--- src/rtl/pdm_pkg.sv ---
// Package for the power-down mode controller: offsets, fields, types
package pdm_pkg;

   // ----------------------------------------
   // Register byte offsets
   // ----------------------------------------
   localparam logic [7:0] OFF_CSW = 8'h00;
   localparam logic [7:0] OFF_PERSEL = 8'h04;
   localparam logic [7:0] OFF_STATUS = 8'h08;
   localparam logic [7:0] OFF_STRAP = 8'h0c;

   // ----------------------------------------
   // Field positions and reset values
   // ----------------------------------------
   localparam int POWER_DOWN_FIELD_LSB = 10;
   localparam int POWER_DOWN_FIELD_MSB = 15;
   localparam logic [5:0] POWER_DOWN_FIELD_RESET = 6'h00;
   localparam logic [7:0] PERSEL_RESET = 8'h00;
   localparam int PERSEL_W = 7;

   // ----------------------------------------
   // Power-down field encodings
   // ----------------------------------------
   localparam logic [5:0] POWER_DOWN_FIELD_NONE = 6'h00;
   localparam logic [5:0] POWER_DOWN_FIELD_HALT_EN = 6'h09;
   localparam logic [5:0] POWER_DOWN_FIELD_HALT_ANY = 6'h11;
   localparam logic [5:0] POWER_DOWN_FIELD_PLL_OUT = 6'h1a;
   localparam logic [5:0] POWER_DOWN_FIELD_PLL_IN = 6'h1c;

   // ----------------------------------------
   // Timing
   // ----------------------------------------
   localparam int CLK_MHZ = 100;
   localparam int ENTRY_DELAY_CYC = 9;
   localparam logic [3:0] ENTRY_CNT = 4'(ENTRY_DELAY_CYC);

   // ----------------------------------------
   // Types
   // ----------------------------------------
   typedef enum logic [1:0] {
      PDM_RUN = 2'b00,
      PDM_HALT = 2'b01,
      PDM_PLLOUT = 2'b11,
      PDM_PLLIN = 2'b10
   } pdm_state_e;

   typedef struct packed {
      logic host_port;
      logic pci;
      logic network_controller;
      logic mdio;
   } pdm_strap_s;

   typedef struct packed {
      logic halt;
      logic pll_out_stop;
      logic pll_in_stop;
      logic core_clk_gate;
   } pdm_pd_s;

endpackage : pdm_pkg

--- src/rtl/pdm_ahb_slave.sv ---
// AHB-Lite register slave front end for the power-down controller
`timescale 1ns/1ns
module pdm_ahb_slave (
   input wire logic clk,
   input wire logic rst_n,
   input wire logic ce,
   input wire logic hsel,
   input wire logic [7:0] haddr,
   input wire logic [1:0] htrans,
   input wire logic hwrite,
   input wire logic [2:0] hsize,
   input wire logic hready,
   output logic wr_stb,
   output logic rd_stb,
   output logic [7:0] addr,
   output logic bad
);
   import pdm_pkg::*;

   logic next_wr_stb;
   logic next_rd_stb;
   logic [7:0] next_addr;
   logic next_bad;

   // ----------------------------------------
   // Address phase capture
   // ----------------------------------------
   always_comb begin
      next_wr_stb = 1'b0;
      next_rd_stb = 1'b0;
      next_addr = addr;
      next_bad = 1'b0;
      if (hsel && htrans[1] && hready) begin
         next_addr = haddr;
         next_wr_stb = hwrite;
         next_rd_stb = !hwrite;
         next_bad = (hsize != 3'b010) || (haddr[1:0] != 2'b00);
      end
   end

   always_ff @(posedge clk or negedge rst_n) begin
      if (!rst_n) begin
         wr_stb <= 1'b0;
         rd_stb <= 1'b0;
         addr <= 8'h00;
         bad <= 1'b0;
      end else if (ce) begin
         wr_stb <= next_wr_stb;
         rd_stb <= next_rd_stb;
         addr <= next_addr;
         bad <= next_bad;
      end
   end

endmodule : pdm_ahb_slave

--- src/rtl/pdm_top.sv ---
// Power-down mode controller with peripheral selection and AHB-Lite registers
//
// What this block does
// - Peripherals power down by pins, reset register default, or run-time writes.
// - Host, PCI, network and MDIO enables follow pins sampled once at reset release.
// - Audio, two serial, three video and I2C ports each have a select bit.
// - Only the core input clock is gated; other clocks pass untouched.
// - Power-down field sits at bits 15 to 10 of the control word.
// - Field is read/write, resets to zero; bits 14..10 wake and state.
// - Only five field codes are meaningful; others are reserved.
// - Chosen state takes effect nine cycles after the write.
// - PLL stop states end only by reset; outputs hold their state.
// - Halt exits on interrupt; service first only if all enables set.
`timescale 1ns/1ns
module pdm_top #(
   parameter int ENTRY_CYCLES = pdm_pkg::ENTRY_DELAY_CYC
) (
   input wire logic CLK,
   input wire logic RST_N,
   input wire logic CE,
   input wire logic HSEL,
   input wire logic [7:0] HADDR,
   input wire logic [1:0] HTRANS,
   input wire logic HWRITE,
   input wire logic [2:0] HSIZE,
   input wire logic [31:0] HWDATA,
   input wire logic HREADY,
   output logic [31:0] HRDATA,
   output logic HREADYOUT,
   output logic HRESP,
   input wire pdm_pkg::pdm_strap_s STRAP_PINS,
   input wire logic IRQ_ANY,
   input wire logic IRQ_ENABLED,
   input wire logic GLOBAL_INTERRUPT_ENABLE,
   input wire logic NONMASKABLE_INTERRUPT_ENABLE,
   output pdm_pkg::pdm_strap_s STRAP_ENABLES,
   output logic [6:0] PERIPH_ENABLES,
   output pdm_pkg::pdm_pd_s PD_STATE,
   output logic RUN_ISR
);
   import pdm_pkg::*;

   // ----------------------------------------
   // Bus front end
   // ----------------------------------------
   logic wr_stb;
   logic [7:0] addr;
   logic bad;

   pdm_ahb_slave u_bus (
      .clk(CLK),
      .rst_n(RST_N),
      .ce(CE),
      .hsel(HSEL),
      .haddr(HADDR),
      .htrans(HTRANS),
      .hwrite(HWRITE),
      .hsize(HSIZE),
      .hready(HREADY),
      .wr_stb(wr_stb),
      .rd_stb(),
      .addr(addr),
      .bad(bad)
   );

   function automatic pdm_state_e decode_power_down_field(input logic [5:0] f);
      case (f)
         POWER_DOWN_FIELD_HALT_EN: decode_power_down_field = PDM_HALT;
         POWER_DOWN_FIELD_HALT_ANY: decode_power_down_field = PDM_HALT;
         POWER_DOWN_FIELD_PLL_OUT: decode_power_down_field = PDM_PLLOUT;
         POWER_DOWN_FIELD_PLL_IN: decode_power_down_field = PDM_PLLIN;
         default: decode_power_down_field = PDM_RUN;
      endcase
   endfunction : decode_power_down_field

   // ----------------------------------------
   // State
   // ----------------------------------------
   logic [5:0] power_down_field;
   logic [PERSEL_W-1:0] peripheral_select_register;
   pdm_strap_s strap;
   logic strap_taken;
   logic [3:0] entry_cnt;
   logic pending;
   pdm_state_e state;
   logic run_isr;
   logic [31:0] rdata;

   logic [5:0] next_power_down_field;
   logic [PERSEL_W-1:0] next_peripheral_select_register;
   pdm_strap_s next_strap;
   logic next_strap_taken;
   logic [3:0] next_entry_cnt;
   logic next_pending;
   pdm_state_e next_state;
   logic next_run_isr;
   logic [31:0] next_rdata;
   logic halt_wake;
   logic rd_take;

   always_comb begin
      next_power_down_field = power_down_field;
      next_peripheral_select_register = peripheral_select_register;
      next_strap = strap;
      next_strap_taken = 1'b1;
      next_entry_cnt = entry_cnt;
      next_pending = pending;
      next_state = state;
      next_run_isr = 1'b0;
      next_rdata = 32'h0000_0000;
      halt_wake = 1'b0;
      // Read taken in its address phase so the data stands in the data phase
      rd_take = HSEL && HTRANS[1] && HREADY && !HWRITE && (HSIZE == 3'b010)
         && (HADDR[1:0] == 2'b00);

      // Pins caught once at reset release
      if (!strap_taken) begin
         next_strap = STRAP_PINS;
      end

      if (wr_stb && !bad && addr == OFF_PERSEL) begin
         next_peripheral_select_register = HWDATA[PERSEL_W-1:0];
      end

      if (wr_stb && !bad && addr == OFF_CSW && state == PDM_RUN) begin
         // Field from bits 15 to 10
         next_power_down_field = HWDATA[POWER_DOWN_FIELD_MSB:POWER_DOWN_FIELD_LSB];
         next_entry_cnt = 4'(ENTRY_CYCLES);
         next_pending = 1'b1;
      end else if (pending) begin
         if (entry_cnt <= 4'h1) begin
            next_pending = 1'b0;
            next_state = decode_power_down_field(power_down_field);
         end else begin
            next_entry_cnt = entry_cnt - 4'h1;
         end
      end

      if (state == PDM_HALT) begin
         halt_wake = IRQ_ENABLED || (power_down_field[4] && IRQ_ANY);
         if (halt_wake) begin
            next_state = PDM_RUN;
            next_power_down_field = POWER_DOWN_FIELD_NONE;
            next_run_isr = IRQ_ENABLED && GLOBAL_INTERRUPT_ENABLE
               && NONMASKABLE_INTERRUPT_ENABLE;
         end
      end

      // PLL stop states held until reset
      if (state == PDM_PLLOUT || state == PDM_PLLIN) begin
         next_state = state;
      end

      // Post-edge values, so a write just ahead is seen
      if (rd_take) begin
         case (HADDR)
            OFF_CSW: next_rdata = {16'h0000, next_power_down_field, 10'h000};
            OFF_PERSEL: next_rdata = {25'h0, next_peripheral_select_register};
            OFF_STATUS: next_rdata = {28'h0, next_pending, 1'b0, next_state};
            OFF_STRAP: next_rdata = {28'h0, next_strap};
            default: next_rdata = 32'h0000_0000;
         endcase
      end
   end

   always_ff @(posedge CLK or negedge RST_N) begin
      if (!RST_N) begin
         power_down_field <= POWER_DOWN_FIELD_RESET;
         peripheral_select_register <= PERSEL_RESET[PERSEL_W-1:0];
         strap <= '0;
         strap_taken <= 1'b0;
         entry_cnt <= 4'h0;
         pending <= 1'b0;
         state <= PDM_RUN;
         run_isr <= 1'b0;
         rdata <= 32'h0000_0000;
      end else if (CE) begin
         power_down_field <= next_power_down_field;
         peripheral_select_register <= next_peripheral_select_register;
         strap <= next_strap;
         strap_taken <= next_strap_taken;
         entry_cnt <= next_entry_cnt;
         pending <= next_pending;
         state <= next_state;
         run_isr <= next_run_isr;
         rdata <= next_rdata;
      end
   end

   // ----------------------------------------
   // Output registers
   // ----------------------------------------
   always_ff @(posedge CLK or negedge RST_N) begin
      if (!RST_N) begin
         STRAP_ENABLES <= '0;
         PERIPH_ENABLES <= 7'h00;
         PD_STATE <= '0;
         RUN_ISR <= 1'b0;
      end else if (CE) begin
         STRAP_ENABLES <= next_strap;
         PERIPH_ENABLES <= next_peripheral_select_register;
         PD_STATE.halt <= (next_state == PDM_HALT);
         PD_STATE.pll_out_stop <= (next_state == PDM_PLLOUT);
         PD_STATE.pll_in_stop <= (next_state == PDM_PLLIN);
         PD_STATE.core_clk_gate <= (next_state != PDM_RUN);
         RUN_ISR <= next_run_isr;
      end
   end

   assign HRDATA = rdata;
   assign HREADYOUT = 1'b1;
   assign HRESP = 1'b0;

endmodule : pdm_top

--- config.mk ---
export PLATFORM = sky130hd
export DESIGN_NAME = pdm_top
export DESIGN_NICKNAME = d
export VERILOG_FILES = /design/src/rtl/pdm_pkg.sv /design/src/rtl/pdm_ahb_slave.sv /design/src/rtl/pdm_top.sv
export SDC_FILE = /design/constraint.sdc
export NUM_CORES = 1
export LEC_CHECK = 0
export BUFFER_PORTS_ARGS = -buffer_cell sky130_fd_sc_hd__buf_2
export CORE_ASPECT_RATIO = 0.6
export CORE_UTILIZATION = 50
export DETAILED_ROUTE_END_ITERATION = 8
export PLACE_DENSITY = 0.82
export SLEW_MARGIN = 10
export SYNTH_ARGS = -nofsm -noshare
export SYNTH_HDL_FRONTEND = slang
export SYNTH_SLANG_ARGS = --single-unit
--- constraint.sdc ---
create_clock -name CLK -period 4.5 [get_ports CLK]
set_clock_uncertainty 0.15 [all_clocks]
set_input_delay 0.45 -clock CLK [delete_from_list [all_inputs] [get_ports CLK]]
set_output_delay 0.45 -clock CLK [all_outputs]
set_load 0.05 [all_outputs]
==> results.md <==
* Status: finished clean
* CP endpoint kind: flop
* R2R Path End: PERIPH_ENABLES[5]
* GRT busiest layer: met1
* Largest net degree at the start of global routing at 54
* RSZ-0062 raised after global routing: no
* Pre-CTS setup slack at 1.654 ns
* Delay of the slowest cell on the worst path at 0.68 ns
* Final instance area at 0.003174 mm^2
* CTS buffer count at 5
* Global placement routability congestion at 0.8228
* Data required, critical path at 4.57 ns
* Worst-Skew Late Latency at 0.30 ns
* Clock slew at reported path FFs at 0.09 ns
* Asr flop ratio synth at 1.000
* Clk sinks at 53
* Initial antenna violation count at 0
* Vias per inst at 5.508
* Crit path time final at 2.565 ns
* Post-CTS sizing at 0
* Share of cells above drive strength 1 at 0.3454
* Worst Setup EP: HRDATA[3]
* Worst R2R Setup Slack at 1.94 ns
* Startpoint Class: primary input
* Maximum VDD drop at 0.1636 mV
* DR pass1 iterations at 4
* First-pass GRT wire length at 9121 um
* Final ANT Viol Nets at 0
* DP Area at 0.003088 mm^2
* Synthesized instance count at 242
* IO Count at 109
* Residual DRC at 0
* Post-Syn Area at 0.002806 mm^2
* Slew Limit Fails at 0
* GR Overflow Total at 0
* Sequential fraction of the synthesis area at 0.4726
* Warnings from Yosys at 0
* Footprint of the multi-input gates at 0.001287 mm^2
* HPWL after DPL at 4382 um
* Fmax at 389.9 MHz
* EDFF count, synth at 0
* Root buffer cell: clkbuf_8
* GRT met3 Usage at 0.04327
* GR Util met2 at 0.3008
* Rows at 20
* Final setup vio count at 0
* Antenna diodes at 0
* Tcrit/Tclk final at 0.5700
* Filler instances at 450
* Fin nets at 365
* Total number of vias at 2038
* Worst slew pin tran at 0.6709 ns
* Synthesized area per cell at 11.60 um^2
* Max-slew headroom at 0.5522
* CTS tree: built
* WS Path Type: primary input to flop
* Inst Count DP at 363
* Post-route insts no fill at 370
* Hold Slack at 0.1067 ns
* Postcts setup bufs at 0
* Drt initial violations at 92
* Setup_tns at 0 ns
* Die ar. at 0.005926 mm^2
* Leak at 1.656 nW
* Cts-stage hold buffer count at 0
* Arrival @ worst endpoint at 2.64 ns
* Met1 GRT Util at 0.3155
* R2R depth at 4
* Worst min-delay path class: primary input to async pin
* Gr usage total at 0.2054
* Most used flip-flop cell after synthesis: dfrtp_1
* Synthesis-stage register bit count at 53
* PD cells at 351.3 mW/mm^2
* DR WL/cell at 15.88 um
* Die Y-Extent at 60.03 um
* Final Hold Viols at 0
* Register area at 0.001326 mm^2
* Crit-path max FO at 25
* Worst-path cell with the longest stage delay: nor3_1
* Crit. Startpoint: CE
* Fin worst setup slack at 1.935 ns
* Maximum root-to-sink buffer count at 2
* Core area at 0.005230 mm^2
* Initial Utilization at 0.5366
* Vias in the first global route at 1819
* Netlist cell types at 55
* Routed WL at 5874 um
* Die Wd at 98.72 um
* Finished Core Util at 0.6069
* Critical path cell sequence: buf_2 -> nand4_1 -> nor3_1 -> and3_1 -> o311ai_0 -> o211ai_1
* # H-tree levels at 2
* I/O Buffers at 67
* Maxcap violations at 0
* Total power at 1.115 mW
* Reg-to-Reg Start: u_bus.addr[4]
* Synth-to-Final Area Change at 13.11%
==> synthesized netlist by cell type, types with 3 or more instances <==
library cell	number	area share
o21ai_0	6	0.011
nor2b_1	3	0.0067
xor2_1	4	0.012
o32ai_1	6	0.019
dfrtp_1	53	0.47
clkbuf_1	7	0.0094
mux2_2	14	0.056
inv_1	13	0.017
nand2_1	9	0.012
o2bb2ai_1	12	0.037
nor3_1	6	0.011
nor2_1	5	0.0067
o211ai_1	3	0.0080
mux2i_1	14	0.050
mux2_4	7	0.037
nand3_1	4	0.0071
a21oi_1	7	0.012
buf_4	21	0.056
or2_2	3	0.0067
==> area by class of cell <==
class / instances / area share
well taps: 66 / 0.02602
clock buffers: 7 / 0.02720
repair buffers: 68 / 0.1080
flip-flops and latches: 53 / 0.4178
inverters: 13 / 0.01537
multi-input cells: 163 / 0.4056
==> critical path: cells and delay by family <==
family          cells  cell delay [ns]
compound gates      2             0.27
buf+inv             1             0.38
simple gates        3             1.52
==> per-layer routing <==
metal / wire [um] / vias up
met5: 0 / -
met4: 10 / 0
met3: 337 / 2
met2: 2467 / 77
met1: 3059 / 992
li1: - / 967
==> worst min path at each step <==
stage / cells after the start / to / slack, ns / from
after global routing: 2 / HRDATA[15] / 0.16 / RST_N
after CTS: 2 / RUN_ISR / 0.13 / RST_N
after detailed placement: 1 / HRDATA[6] / 0.33 / HRDATA[6]
after global placement: 1 / u_bus.wr_stb / 0.32 / u_bus.wr_stb
final: 2 / STRAP_ENABLES[1] / 0.11 / RST_N
after floorplan: 0 / HRDATA[0] / 0.004 / RST_N
==> state kept, by name (all words and copies together), names as in the netlist <==
signal            flops
HRDATA               13
u_bus.addr            8
PERIPH_ENABLES        7
power_down_field      6
PD_STATE              4
STRAP_ENABLES         4
entry_cnt             4
state                 2
RUN_ISR               1
pending               1
strap_taken           1
u_bus.bad             1
u_bus.wr_stb          1
==> kinds of logic (layout without fill, tap and decap cells) <==
group | after synthesis | after routing | synth area share
AO/OA/AOI/OAI | 50 | 50 | 0.1378
XOR/XNOR | 4 | 4 | 0.01248
buffers and inverters | 45 | 88 | 0.09407
other | 2 | 21 | 0.002676
flip-flops | 53 | 53 | 0.4726
AND/OR/NAND/NOR | 51 | 51 | 0.1280
adder cells (fa/ha/maj) | 2 | 2 | 0.008915
multiplexers | 35 | 35 | 0.1436
==> power breakdown <==
| group | switching [mW] | total, mW | leakage [nW] | internal [mW] |
|---|---|---|---|---|
| logic | 0.185 | 0.277 | 0.921 | 0.0914 |
| registers | 0.0443 | 0.569 | 0.690 | 0.525 |
| clock network | 0.147 | 0.270 | 0.0443 | 0.122 |
==> placed cells by master (no fill, tap or decap), types with 2 or more instances in the layout <==
| cell type | n |
|---|---|
| a21o_1 | 2 |
| a21oi_1 | 7 |
| a22o_1 | 2 |
| a32oi_1 | 2 |
| buf_2 | 67 |
| clkbuf_8 | 6 |
| conb_1 | 21 |
| dfrtp_1 | 53 |
| ha_1 | 2 |
| inv_1 | 13 |
| mux2_2 | 14 |
| mux2_4 | 7 |
| mux2i_1 | 14 |
| nand2_1 | 9 |
| nand2b_1 | 2 |
| nand3_1 | 4 |
| nand4_1 | 2 |
| nor2_1 | 5 |
| nor2b_1 | 3 |
| nor3_1 | 6 |
| o211ai_1 | 3 |
| o21ai_0 | 6 |
| o2bb2ai_1 | 12 |
| o311ai_0 | 2 |
| o32ai_1 | 6 |
| or2_2 | 3 |
| xor2_1 | 4 |
Note: power is estimated with default switching activity, not from simulation.
